`src/rtl/mci_pkg.sv`:
```
// Package for the module control and indicator block.
// Assumes a single 200 MHz clock and a synchronous active-high reset.
package mci_pkg;

  // ------------------------------------------------------------
  // Timebase
  // ------------------------------------------------------------
  localparam int CLK_HZ          = 200_000_000;
  localparam int MS_PER_S        = 1000;
  localparam int TICK_MS_NS      = 1_000_000;
  localparam int CLK_PERIOD_NS   = 5;
  localparam int MS_CYCLES       = TICK_MS_NS / CLK_PERIOD_NS;

  // ------------------------------------------------------------
  // Widths
  // ------------------------------------------------------------
  localparam int CONV_CHANNELS   = 3;
  localparam int CONV_BITS       = 10;
  localparam int GPIO_PINS       = 8;
  localparam int WAKE_DELAY_BITS = 8;
  localparam int MIN_WAKE_BITS   = 8;
  localparam int MS_CNT_BITS     = 18;
  localparam int SEC_CNT_BITS    = 10;

  // Full-scale converter code maps to this many hundredths of a volt
  localparam logic [CONV_BITS-1:0]  CONV_FULL_CODE = 10'h3ff;
  localparam logic [CONV_BITS-1:0]  CONV_FULL_HUND = 10'h0e6;

  // ------------------------------------------------------------
  // Regulator modes
  // ------------------------------------------------------------
  typedef enum logic [1:0] {
    MCI_REG_OFF     = 2'h0,
    MCI_REG_STANDBY = 2'h1,
    MCI_REG_ACTIVE  = 2'h2
  } mci_reg_mode_type;

  // ------------------------------------------------------------
  // Wake handshake states, Gray coded along the usual path
  // ------------------------------------------------------------
  typedef enum logic [1:0] {
    MCI_WK_IDLE  = 2'h0,
    MCI_WK_DELAY = 2'h1,
    MCI_WK_SEND  = 2'h3,
    MCI_WK_HOLD  = 2'h2
  } mci_wake_state_type;

endpackage : mci_pkg

```
`src/rtl/mci_top.sv`:
```
// Control and indicator logic of a cellular modem, facing the host.
// Assumes on-chip state inputs are on clk; pins and sensor levels are synchronised.
//
// Behaviour
// - Three separate 10-bit converter channel results.
// - Report channel value as volts times hundred.
// - Operating status high when running, low off.
// - Regulator modes off, standby, active; standby default.
// - Off mode disables regulator always.
// - Standby: when operating, low current asleep, full otherwise.
// - Active: full current whenever operating.
// - Assert wake low when host traffic pending.
// - Wait programmable milliseconds before transmitting.
// - Zero delay default, disables wake mechanism.
// - Send after delay, only when flow allows.
// - Wake low while sending, high when done.
// - Minimum wake seconds timed from last transfer.
// - Send without rewake during minimum wake.
// - Antenna present output and query from sensor.
// - Packet status output follows network attach.
// - Transmit indicator low during every burst.
// - Eight pins, each input or output.
module mci_top
  import mci_pkg::*;
(
  input  wire logic                               clk,
  input  wire logic                               rst,
  input  wire logic                               device_operating,
  input  wire logic                               device_sleep,
  input  wire logic [mci_pkg::CONV_CHANNELS*mci_pkg::CONV_BITS-1:0] conv_sample,
  input  wire logic                               converter_read_command,
  input  wire logic [1:0]                         converter_read_channel,
  output logic [mci_pkg::CONV_BITS-1:0]           converter_read_value,
  output logic                                    converter_read_valid,
  input  wire logic                               regulator_mode_command,
  input  wire mci_pkg::mci_reg_mode_type          regulator_mode_value,
  output logic                                    regulator_enable,
  output logic                                    regulator_low_power,
  output logic                                    operating_status_out,
  input  wire logic [mci_pkg::WAKE_DELAY_BITS-1:0] wake_delay_setting,
  input  wire logic [mci_pkg::MIN_WAKE_BITS-1:0]  min_wake_duration_setting,
  input  wire logic                               host_traffic_pending,
  input  wire logic                               serial_rx_activity,
  input  wire logic                               host_cts,
  output logic                                    serial_send_enable,
  output logic                                    host_wake_out,
  input  wire logic                               antenna_sense,
  input  wire logic                               antenna_state_query,
  output logic                                    antenna_present_out,
  output logic                                    antenna_query_value,
  input  wire logic                               packet_attached,
  output logic                                    packet_status_out,
  input  wire logic                               tx_burst_active,
  output logic                                    transmit_burst_indicator,
  input  wire logic [mci_pkg::GPIO_PINS-1:0]      gpio_dir_output,
  input  wire logic [mci_pkg::GPIO_PINS-1:0]      gpio_out_value,
  input  wire logic [mci_pkg::GPIO_PINS-1:0]      gpio_pin_in,
  output logic [mci_pkg::GPIO_PINS-1:0]           gpio_pin_out,
  output logic [mci_pkg::GPIO_PINS-1:0]           gpio_pin_oe_n,
  output logic [mci_pkg::GPIO_PINS-1:0]           gpio_in_value
);
  import mci_pkg::*;

  // ------------------------------------------------------------
  // Helpers
  // ------------------------------------------------------------
  // Scale raw code to hundredths of a volt; product fits 20 bits
  function automatic logic [CONV_BITS-1:0] conv_scale(input logic [CONV_BITS-1:0] code);
    logic [2*CONV_BITS-1:0] prod;
    prod = code * CONV_FULL_HUND;
    conv_scale = CONV_BITS'(prod / {10'h000, CONV_FULL_CODE});
  endfunction

  // ------------------------------------------------------------
  // Pin synchronisers
  // ------------------------------------------------------------
  logic [GPIO_PINS-1:0] gpio_s1;
  logic [GPIO_PINS-1:0] gpio_s2;
  logic                 ant_s1;
  logic                 ant_s2;
  logic                 cts_s1;
  logic                 cts_s2;

  always_ff @(posedge clk)
  begin
    if (rst)
    begin
      gpio_s1 <= '0;
      gpio_s2 <= '0;
      ant_s1  <= 1'b0;
      ant_s2  <= 1'b0;
      cts_s1  <= 1'b0;
      cts_s2  <= 1'b0;
    end
    else
    begin
      gpio_s1 <= gpio_pin_in;
      gpio_s2 <= gpio_s1;
      ant_s1  <= antenna_sense;
      ant_s2  <= ant_s1;
      cts_s1  <= host_cts;
      cts_s2  <= cts_s1;
    end
  end

  // ------------------------------------------------------------
  // Millisecond and second ticks
  // ------------------------------------------------------------
  logic [MS_CNT_BITS-1:0]  ms_cnt;
  logic [MS_CNT_BITS-1:0]  next_ms_cnt;
  logic [SEC_CNT_BITS-1:0] sec_cnt;
  logic [SEC_CNT_BITS-1:0] next_sec_cnt;
  logic                    ms_tick;
  logic                    sec_tick;

  always_comb
  begin
    ms_tick      = (ms_cnt == MS_CNT_BITS'(MS_CYCLES - 1));
    sec_tick     = ms_tick && (sec_cnt == SEC_CNT_BITS'(MS_PER_S - 1));
    next_ms_cnt  = ms_tick ? '0 : ms_cnt + 1'b1;
    next_sec_cnt = sec_cnt;
    if (ms_tick)
      next_sec_cnt = sec_tick ? '0 : sec_cnt + 1'b1;
  end

  always_ff @(posedge clk)
  begin
    if (rst)
    begin
      ms_cnt  <= '0;
      sec_cnt <= '0;
    end
    else
    begin
      ms_cnt  <= next_ms_cnt;
      sec_cnt <= next_sec_cnt;
    end
  end

  // ------------------------------------------------------------
  // Converter read
  // ------------------------------------------------------------
  logic [CONV_BITS-1:0] sel_code;
  logic [CONV_BITS-1:0] next_conv_value;
  logic                 next_conv_valid;

  always_comb
  begin
    sel_code        = '0;
    if (converter_read_channel < 2'(CONV_CHANNELS))
      sel_code = conv_sample[converter_read_channel*CONV_BITS +: CONV_BITS];
    next_conv_valid = converter_read_command;
    next_conv_value = converter_read_command ? conv_scale(sel_code) : converter_read_value;
  end

  always_ff @(posedge clk)
  begin
    if (rst)
    begin
      converter_read_value <= '0;
      converter_read_valid <= 1'b0;
    end
    else
    begin
      converter_read_value <= next_conv_value;
      converter_read_valid <= next_conv_valid;
    end
  end

  // ------------------------------------------------------------
  // Regulator mode and indicators
  // ------------------------------------------------------------
  mci_reg_mode_type reg_mode;
  mci_reg_mode_type next_reg_mode;
  logic             next_reg_en;
  logic             next_reg_lp;

  always_comb
  begin
    next_reg_mode = reg_mode;
    if (regulator_mode_command)
      next_reg_mode = regulator_mode_value;
    next_reg_en = 1'b0;
    next_reg_lp = 1'b0;
    case (reg_mode)
      MCI_REG_OFF:
      begin
        next_reg_en = 1'b0;
        next_reg_lp = 1'b0;
      end
      MCI_REG_STANDBY:
      begin
        next_reg_en = device_operating;
        next_reg_lp = device_operating && device_sleep;
      end
      MCI_REG_ACTIVE:
      begin
        next_reg_en = device_operating;
        next_reg_lp = 1'b0;
      end
      default:
      begin
        next_reg_en = 1'b0;
        next_reg_lp = 1'b0;
      end
    endcase
  end

  always_ff @(posedge clk)
  begin
    if (rst)
    begin
      reg_mode                 <= MCI_REG_STANDBY;
      regulator_enable         <= 1'b0;
      regulator_low_power      <= 1'b0;
      operating_status_out     <= 1'b0;
      antenna_present_out      <= 1'b0;
      antenna_query_value      <= 1'b0;
      packet_status_out        <= 1'b0;
      transmit_burst_indicator <= 1'b1;
      gpio_pin_out             <= '0;
      gpio_pin_oe_n            <= '1;
      gpio_in_value            <= '0;
    end
    else
    begin
      reg_mode                 <= next_reg_mode;
      regulator_enable         <= next_reg_en;
      regulator_low_power      <= next_reg_lp;
      operating_status_out     <= device_operating;
      antenna_present_out      <= ant_s2;
      if (antenna_state_query)
        antenna_query_value <= ant_s2;
      packet_status_out        <= packet_attached;
      transmit_burst_indicator <= ~tx_burst_active;
      gpio_pin_out             <= gpio_out_value & gpio_dir_output;
      gpio_pin_oe_n            <= ~gpio_dir_output;
      gpio_in_value            <= gpio_s2 & ~gpio_dir_output;
    end
  end

  // ------------------------------------------------------------
  // Host wake handshake
  // ------------------------------------------------------------
  // Settings are sampled live; a change mid-delay takes effect on reload only
  mci_wake_state_type      wk_state;
  mci_wake_state_type      next_wk_state;
  logic [WAKE_DELAY_BITS-1:0] delay_cnt;
  logic [WAKE_DELAY_BITS-1:0] next_delay_cnt;
  logic [MIN_WAKE_BITS-1:0]   hold_cnt;
  logic [MIN_WAKE_BITS-1:0]   next_hold_cnt;
  logic                    next_wake_n;
  logic                    next_send_en;
  logic                    traffic;

  always_comb
  begin
    traffic        = host_traffic_pending || serial_rx_activity;
    next_wk_state  = wk_state;
    next_delay_cnt = delay_cnt;
    next_hold_cnt  = hold_cnt;
    next_wake_n    = 1'b1;
    next_send_en   = 1'b0;
    case (wk_state)
      MCI_WK_IDLE:
      begin
        if (host_traffic_pending)
        begin
          if (wake_delay_setting == '0)
          begin
            next_send_en = cts_s2;
          end
          else
          begin
            next_wk_state  = MCI_WK_DELAY;
            next_delay_cnt = wake_delay_setting;
            next_wake_n    = 1'b0;
          end
        end
      end
      MCI_WK_DELAY:
      begin
        next_wake_n = 1'b0;
        if (ms_tick)
          next_delay_cnt = delay_cnt - 1'b1;
        if (ms_tick && delay_cnt == WAKE_DELAY_BITS'(1))
          next_wk_state = MCI_WK_SEND;
      end
      MCI_WK_SEND:
      begin
        next_wake_n  = ~host_traffic_pending;
        next_send_en = host_traffic_pending && cts_s2;
        if (!host_traffic_pending)
        begin
          next_wk_state = MCI_WK_HOLD;
          next_hold_cnt = min_wake_duration_setting;
        end
      end
      MCI_WK_HOLD:
      begin
        next_send_en = host_traffic_pending && cts_s2;
        if (traffic)
          next_hold_cnt = min_wake_duration_setting;
        else if (sec_tick && hold_cnt != '0)
          next_hold_cnt = hold_cnt - 1'b1;
        if (!traffic && (hold_cnt == '0 || wake_delay_setting == '0))
          next_wk_state = MCI_WK_IDLE;
      end
      default:
      begin
        next_wk_state = MCI_WK_IDLE;
      end
    endcase
    if (!device_operating)
    begin
      next_wk_state = MCI_WK_IDLE;
      next_wake_n   = 1'b1;
      next_send_en  = 1'b0;
    end
  end

  always_ff @(posedge clk)
  begin
    if (rst)
    begin
      wk_state           <= MCI_WK_IDLE;
      delay_cnt          <= '0;
      hold_cnt           <= '0;
      host_wake_out      <= 1'b1;
      serial_send_enable <= 1'b0;
    end
    else
    begin
      wk_state           <= next_wk_state;
      delay_cnt          <= next_delay_cnt;
      hold_cnt           <= next_hold_cnt;
      host_wake_out      <= next_wake_n;
      serial_send_enable <= next_send_en;
    end
  end

endmodule // mci_top

```
`config.mk`:
```
export PLATFORM = sky130hd
export DESIGN_NAME = mci_top
export DESIGN_NICKNAME = d
export VERILOG_FILES = /design/src/rtl/mci_pkg.sv /design/src/rtl/mci_top.sv
export SDC_FILE = /design/constraint.sdc
export NUM_CORES = 1
export LEC_CHECK = 0
export BUFFER_PORTS_ARGS = -buffer_cell sky130_fd_sc_hd__buf_2
export CORE_MARGIN = 2
export CORE_UTILIZATION = 59
export DETAILED_ROUTE_END_ITERATION = 12
export PLACE_DENSITY = 0.82
export SYNTH_ARGS = -nofsm -noshare
export SYNTH_HDL_FRONTEND = slang
export SYNTH_SLANG_ARGS = --single-unit
```
`constraint.sdc`:
```
create_clock -name clk -period 15.7 [get_ports clk]
set_clock_uncertainty 0.1 [all_clocks]
set_input_delay 2.355 -clock clk [delete_from_list [all_inputs] [get_ports clk]]
set_output_delay 2.355 -clock clk [all_outputs]
set_load 0.005 [all_outputs]
```
# Word-level counts from Yosys, hierarchy flattened
# Index checks and enable logic that the tools add are counted.
[classes]
add_sub_neg = 4
mul = 2
div = 1
n_lt_le_gt_ge = 1
eq_ne = 15
shift = 1
muxes = 22
bitwise_logic = 8
reduce_logical = 24
[op_table]
columns = ["operator", "count"]
rows = [
  ["$mux 8", 6],
  ["$pmux 8 s2", 2],
  ["$shiftx 30x7->10", 1],
  ["$div 18x10->20 const B", 1],
  ["$mux 10", 2],
  ["$add 18x1->18 const B", 1],
  ["$eq 18x18->1 const B", 1],
  ["$mul 10x7->17 const B", 1],
  ["$and 8x8->8", 2],
  ["$logic_not 8->1", 2],
  ["$sub 8x1->8 const B", 2],
  ["$ne 2x2->1 const B", 6],
  ["$reduce_or 2->1", 6],
  ["$add 10x1->10 const B", 1],
  ["$eq 10x10->1 const B", 1],
  ["$mux 2", 5],
  ["$eq 8x1->1 const B", 1],
  ["$not 8->8", 1],
  ["$pmux 2 s4", 1],
  ["$reduce_bool 8->1", 1],
  ["$eq 2x2->1 const B", 3],
  ["$logic_and 1x1->1", 6],
  ["$mul 2x3->5 const B", 1],
  ["$not 1->1", 5],
  ["other kinds (13)", 19],
]
[totals]
register_bits = 112
inputBits = 87
elab_cells = 104

# Logic depth before layout (Yosys ltp)
[logic_depth]
word_depth = 6
ltp_mapped = 44
ltp_nobuf = 37

# Worst setup path before layout
# No wires, ideal clock.
[synth_timing]
kind = "input -> register"
start = "in converter_read_channel[1]"
end = "reg converter_read_value[0] (netlist bit)"
setup_time_ps = 131
t_arrival_ps = 12822
required_ps = 15469
setup_slack_ps = 2647
stages = 39
path_buffers = 2
cell_sequence = "buf_1 mux2i_1 nor2_1 a21oi_1 inv_1 ha_1 xor2_1 fa_1 ha_1 inv_1 fa_1 inv_1 ha_1 and3_1 a221oi_4 o21ai_1 a2111oi_4 nor3_4 (+3 left out) xnor2_1 nand4_2 o41ai_4 mux2i_1 nand2_1 or4b_1 nand3_2 o21ai_2 o32ai_2 mux2i_1 nand4bb_2 nor2_2 or4b_1 a21bo_1 nor4_1 mux2_1 o41ai_1 a21oi_2"
[synth_between]
elab_chain_len = 5
[synth_lines]
columns = ["item", "line", "source"]
rows = [
  ["start: declaration", "mci_top.sv:32", "input wire logic [1:0] converter_read_channel,"],
  ["$mul 2x3->5", "mci_top.sv:151", "sel_code = conv_sample[converter_read_channel*CONV_BITS +: CONV_BITS];"],
  ["$shiftx 30x7->10", "mci_top.sv:151", ""],
  ["$mux 10 (*)", "mci_top.sv:150", "if (converter_read_channel < 2'(CONV_CHANNELS))"],
  ["$mul 10x7->17 (*)", "mci_top.sv:70", "prod = code * CONV_FULL_HUND;"],
  ["$div 18x10->20 (*)", "mci_top.sv:71", "conv_scale = CONV_BITS'(prod / {10'h000, CONV_FULL_CODE});"],
  ["end signal: assignment", "mci_top.sv:165", "converter_read_value <= next_conv_value;"],
  ["end: declaration", "mci_top.sv:33", "output logic [mci_pkg::CONV_BITS-1:0] converter_read_value,"],
]
# Mark *: on every way between the ends. The rest lies on a longest branch, timed or not.
# A chain may end at the register's enable or synchronous reset.

# Final worst setup path
[layout_timing]
start = "in converter_read_channel[0]"
end = "reg converter_read_value[0] (netlist bit)"
# The elaborated chain is that of the path after synthesis.

==> flow_summary.toml <==
[routing]
first_pass_iters = 5
route.vias.total = 9107
routed_wl_um = 23500
first_iter_violations = 495
drc = 0
wl_per_cell_um = 15.9
avgViaCountPerCell = 6.16
ant_nets = 0

[setup_path]
r2r_cells = 11
cp.arrival_ns = 14.52
slowest_delay_ns = 0.62
crit_fanout = 12
cp-start-kind = "input pin"
slowest_stage = "nor4_2"
worst_r2r_endpoint = "hold_cnt[0]$_SDFFE_PP0P_"
reg2reg_from = "ms_cnt[0]$_SDFF_PP0_"
reg2reg_slack_ns = 12.49
cp-end-kind = "flop"
cp.required_ns = 15.83
criticalPathCategory = "input pin to flop"

[synth]
synth_top_area_frac = 0.234
synth.most_common_cell = "nor2_1"
synth_top_cells_by_area = "dfxtp_1, ha_1, nor2_1"
yosysUniqueCellTypes = 112
synth_ff_type = "dfxtp_1"
synth_top_cells_by_count = "nor2_1, dfxtp_1, nand2_1"
syn_area_per_cell_um2 = 8.19
yosys.area.top_type = "dfxtp_1"
yosys_warnings = 0
postSynthCellCount = 1160
ys_ff_latch = 111
synth_edf_count = 0
syn_area_mm2 = 0.00951
synth-async-reset-ratio = 0
synthesis.nets = 1318
ys_seq_area_frac = 0.234

[run]
cap_violations = 0

[cts]
ctsLongestPathBuffers = 2
htreeDepth = 3
clock_latency_ns = 0.35
path_clk_slew_ns = 0.08
clock_sinks = 111
numCtsBuffers = 9
root_buffer = "clkbuf_16"
cts_tree = "done"

[die]
rows = 46
pin_count = 131
die_h_um = 131
die_w_um = 131
core_mm2 = 0.0158
start_util = 0.601
die-area_mm2 = 0.0171

[sta]
period_share = 0.916
setup_tns_ns = 0
hold_viol_final = 0
fin_crit_ns = 14.38
fmax_mhz = 69.5
slew_viol_final = 0
slew_headroom = 0.411
rsz0062_at_grt = "false"
setup_viol = 0
tightest_slew_ns = 0.880

[global_route]
grt_pass1_wl_um = 37000
overflow = 0
antenna_found_initial = 0
grtUsageTotal = 0.262
grt_max_degree = 75
grt_pass1_vias = 8045

[place]
place.detailed.hpwl_um = 18200
gp_congestion = 0.998
io_buffer_count = 129
dp.cells = 1461

[finish]
final_cells = 1479
drive_gt1_frac = 0.174
fillers = 1319
areaGrowthSynthToFinish_pct = 10.7
nets = 1416
antenna_cells = 0

[min_path]
hold_end = "cts_s2$_SDFF_PP0_"
hp-start = "cts_s1$_SDFF_PP0_"
holdPathStages = 1
hold_class = "flop to flop"

[run_status]
status = "finished clean"
[critical path: cells and delay by family]
| family | cells | cell delay (ns) |
|---|---|---|
| AOI/OAI and AO/OA | 10 | 3.60 |
| xor gates and xnor gates | 2 | 0.54 |
| adders and majority gates | 5 | 1.88 |
| buffers and inverters | 3 | 0.30 |
| muxes | 3 | 1.21 |
| and+or+nand+nor | 15 | 4.67 |
[worst max path at each step]
stage,from,end,slack [ns],depth (start not counted)
after global placement,converter_read_channel[0],converter_read_value[0]$_SDFFE_PP0P_,1.36,35
after detailed placement,converter_read_channel[0],converter_read_value[0]$_SDFFE_PP0P_,0.77,35
after CTS,converter_read_channel[0],converter_read_value[0]$_SDFFE_PP0P_,1.12,35
after floorplan,converter_read_channel[1],converter_read_value[0]$_SDFFE_PP0P_,2.65,39
after global routing,converter_read_channel[0],converter_read_value[0]$_SDFFE_PP0P_,0.18,35
final,converter_read_channel[0],converter_read_value[0]$_SDFFE_PP0P_,1.32,38
[flip-flops by register name, summed over array words and instances, names as in the netlist, 2 cells and up]
name                  cells
ms_cnt                   18
sec_cnt                  10
converter_read_value      9
delay_cnt                 8
gpio_in_value             8
gpio_pin_oe_n             8
gpio_pin_out              8
gpio_s1                   8
gpio_s2                   8
hold_cnt                  8
reg_mode                  2
wk_state                  2
[routing by layer]
layer,global-route usage,vias up,wire length (um)
met2,0.443,382,11100
met1,0.340,4191,10300
met5,0,-,0
met3,0.0428,58,1490
met4,0.0870,0,528
li1,-,4476,-
[layout by cell type, fill, tap and decap left out, types with 15 or more instances in the layout]
| cell | netlist | routed |
|---|---|---|
| xnor2_1 | 41 | 41 |
| fa_1 | 16 | 16 |
| xor2_1 | 29 | 29 |
| nand2b_1 | 18 | 18 |
| buf_2 | 10 | 129 |
| o21ai_0 | 46 | 46 |
| nor2b_1 | 27 | 27 |
| mux2i_1 | 26 | 26 |
| and3_1 | 21 | 21 |
| dfxtp_1 | 111 | 111 |
| nand4_1 | 20 | 20 |
| a21oi_1 | 54 | 54 |
| nand3_1 | 36 | 36 |
| a211oi_1 | 21 | 21 |
| nor3_1 | 28 | 28 |
| inv_1 | 53 | 53 |
| nor2_1 | 118 | 118 |
| ha_1 | 55 | 55 |
| nor4_1 | 19 | 19 |
| nand2_1 | 88 | 88 |
| o211ai_1 | 15 | 15 |
[cells by family after synthesis]
| kind of cell | share of synthesized area |
|---|---|
| adders and majority gates | 0.107 |
| other | 0.000395 |
| DFF | 0.234 |
| AOI/OAI and AO/OA | 0.228 |
| xor gates and xnor gates | 0.0720 |
| and+or+nand+nor | 0.272 |
| muxes | 0.0415 |
| buffers and inverters | 0.0451 |
[per-stage QoR]
stage,hold slack (ns),cell area (um2),setup slack [ns],util
final,0.337,10500,1.32,0.665
after floorplan,0.314,9510,2.65,-
after CTS,0.340,10500,1.12,0.664
after global placement,0.317,10200,1.36,0.645
after global routing,0.352,10500,0.185,0.665
after detailed placement,0.323,10200,0.766,0.645
[final cells by class]
class                   count  area, um2  share of cell area
clock buffers               9        225              0.0214
clock inverters             7       63.8             0.00606
inverters                  53        199              0.0189
multi-input cells         949       6860               0.652
flip-flops and latches    111       2220               0.211
well taps                 216        270              0.0257
repair buffers            134        683              0.0649
[timing repair]
action	4_1_cts	5_1_grt
setup endpoints to repair	0	1
endpoints found under the hold margin	0	0
hold buffers	0	0
gates resized for setup	0	1
setup buffers	0	2
Power is not shown: default switching activity piles up to over one toggle a cycle in this logic, so the estimate is an artifact.
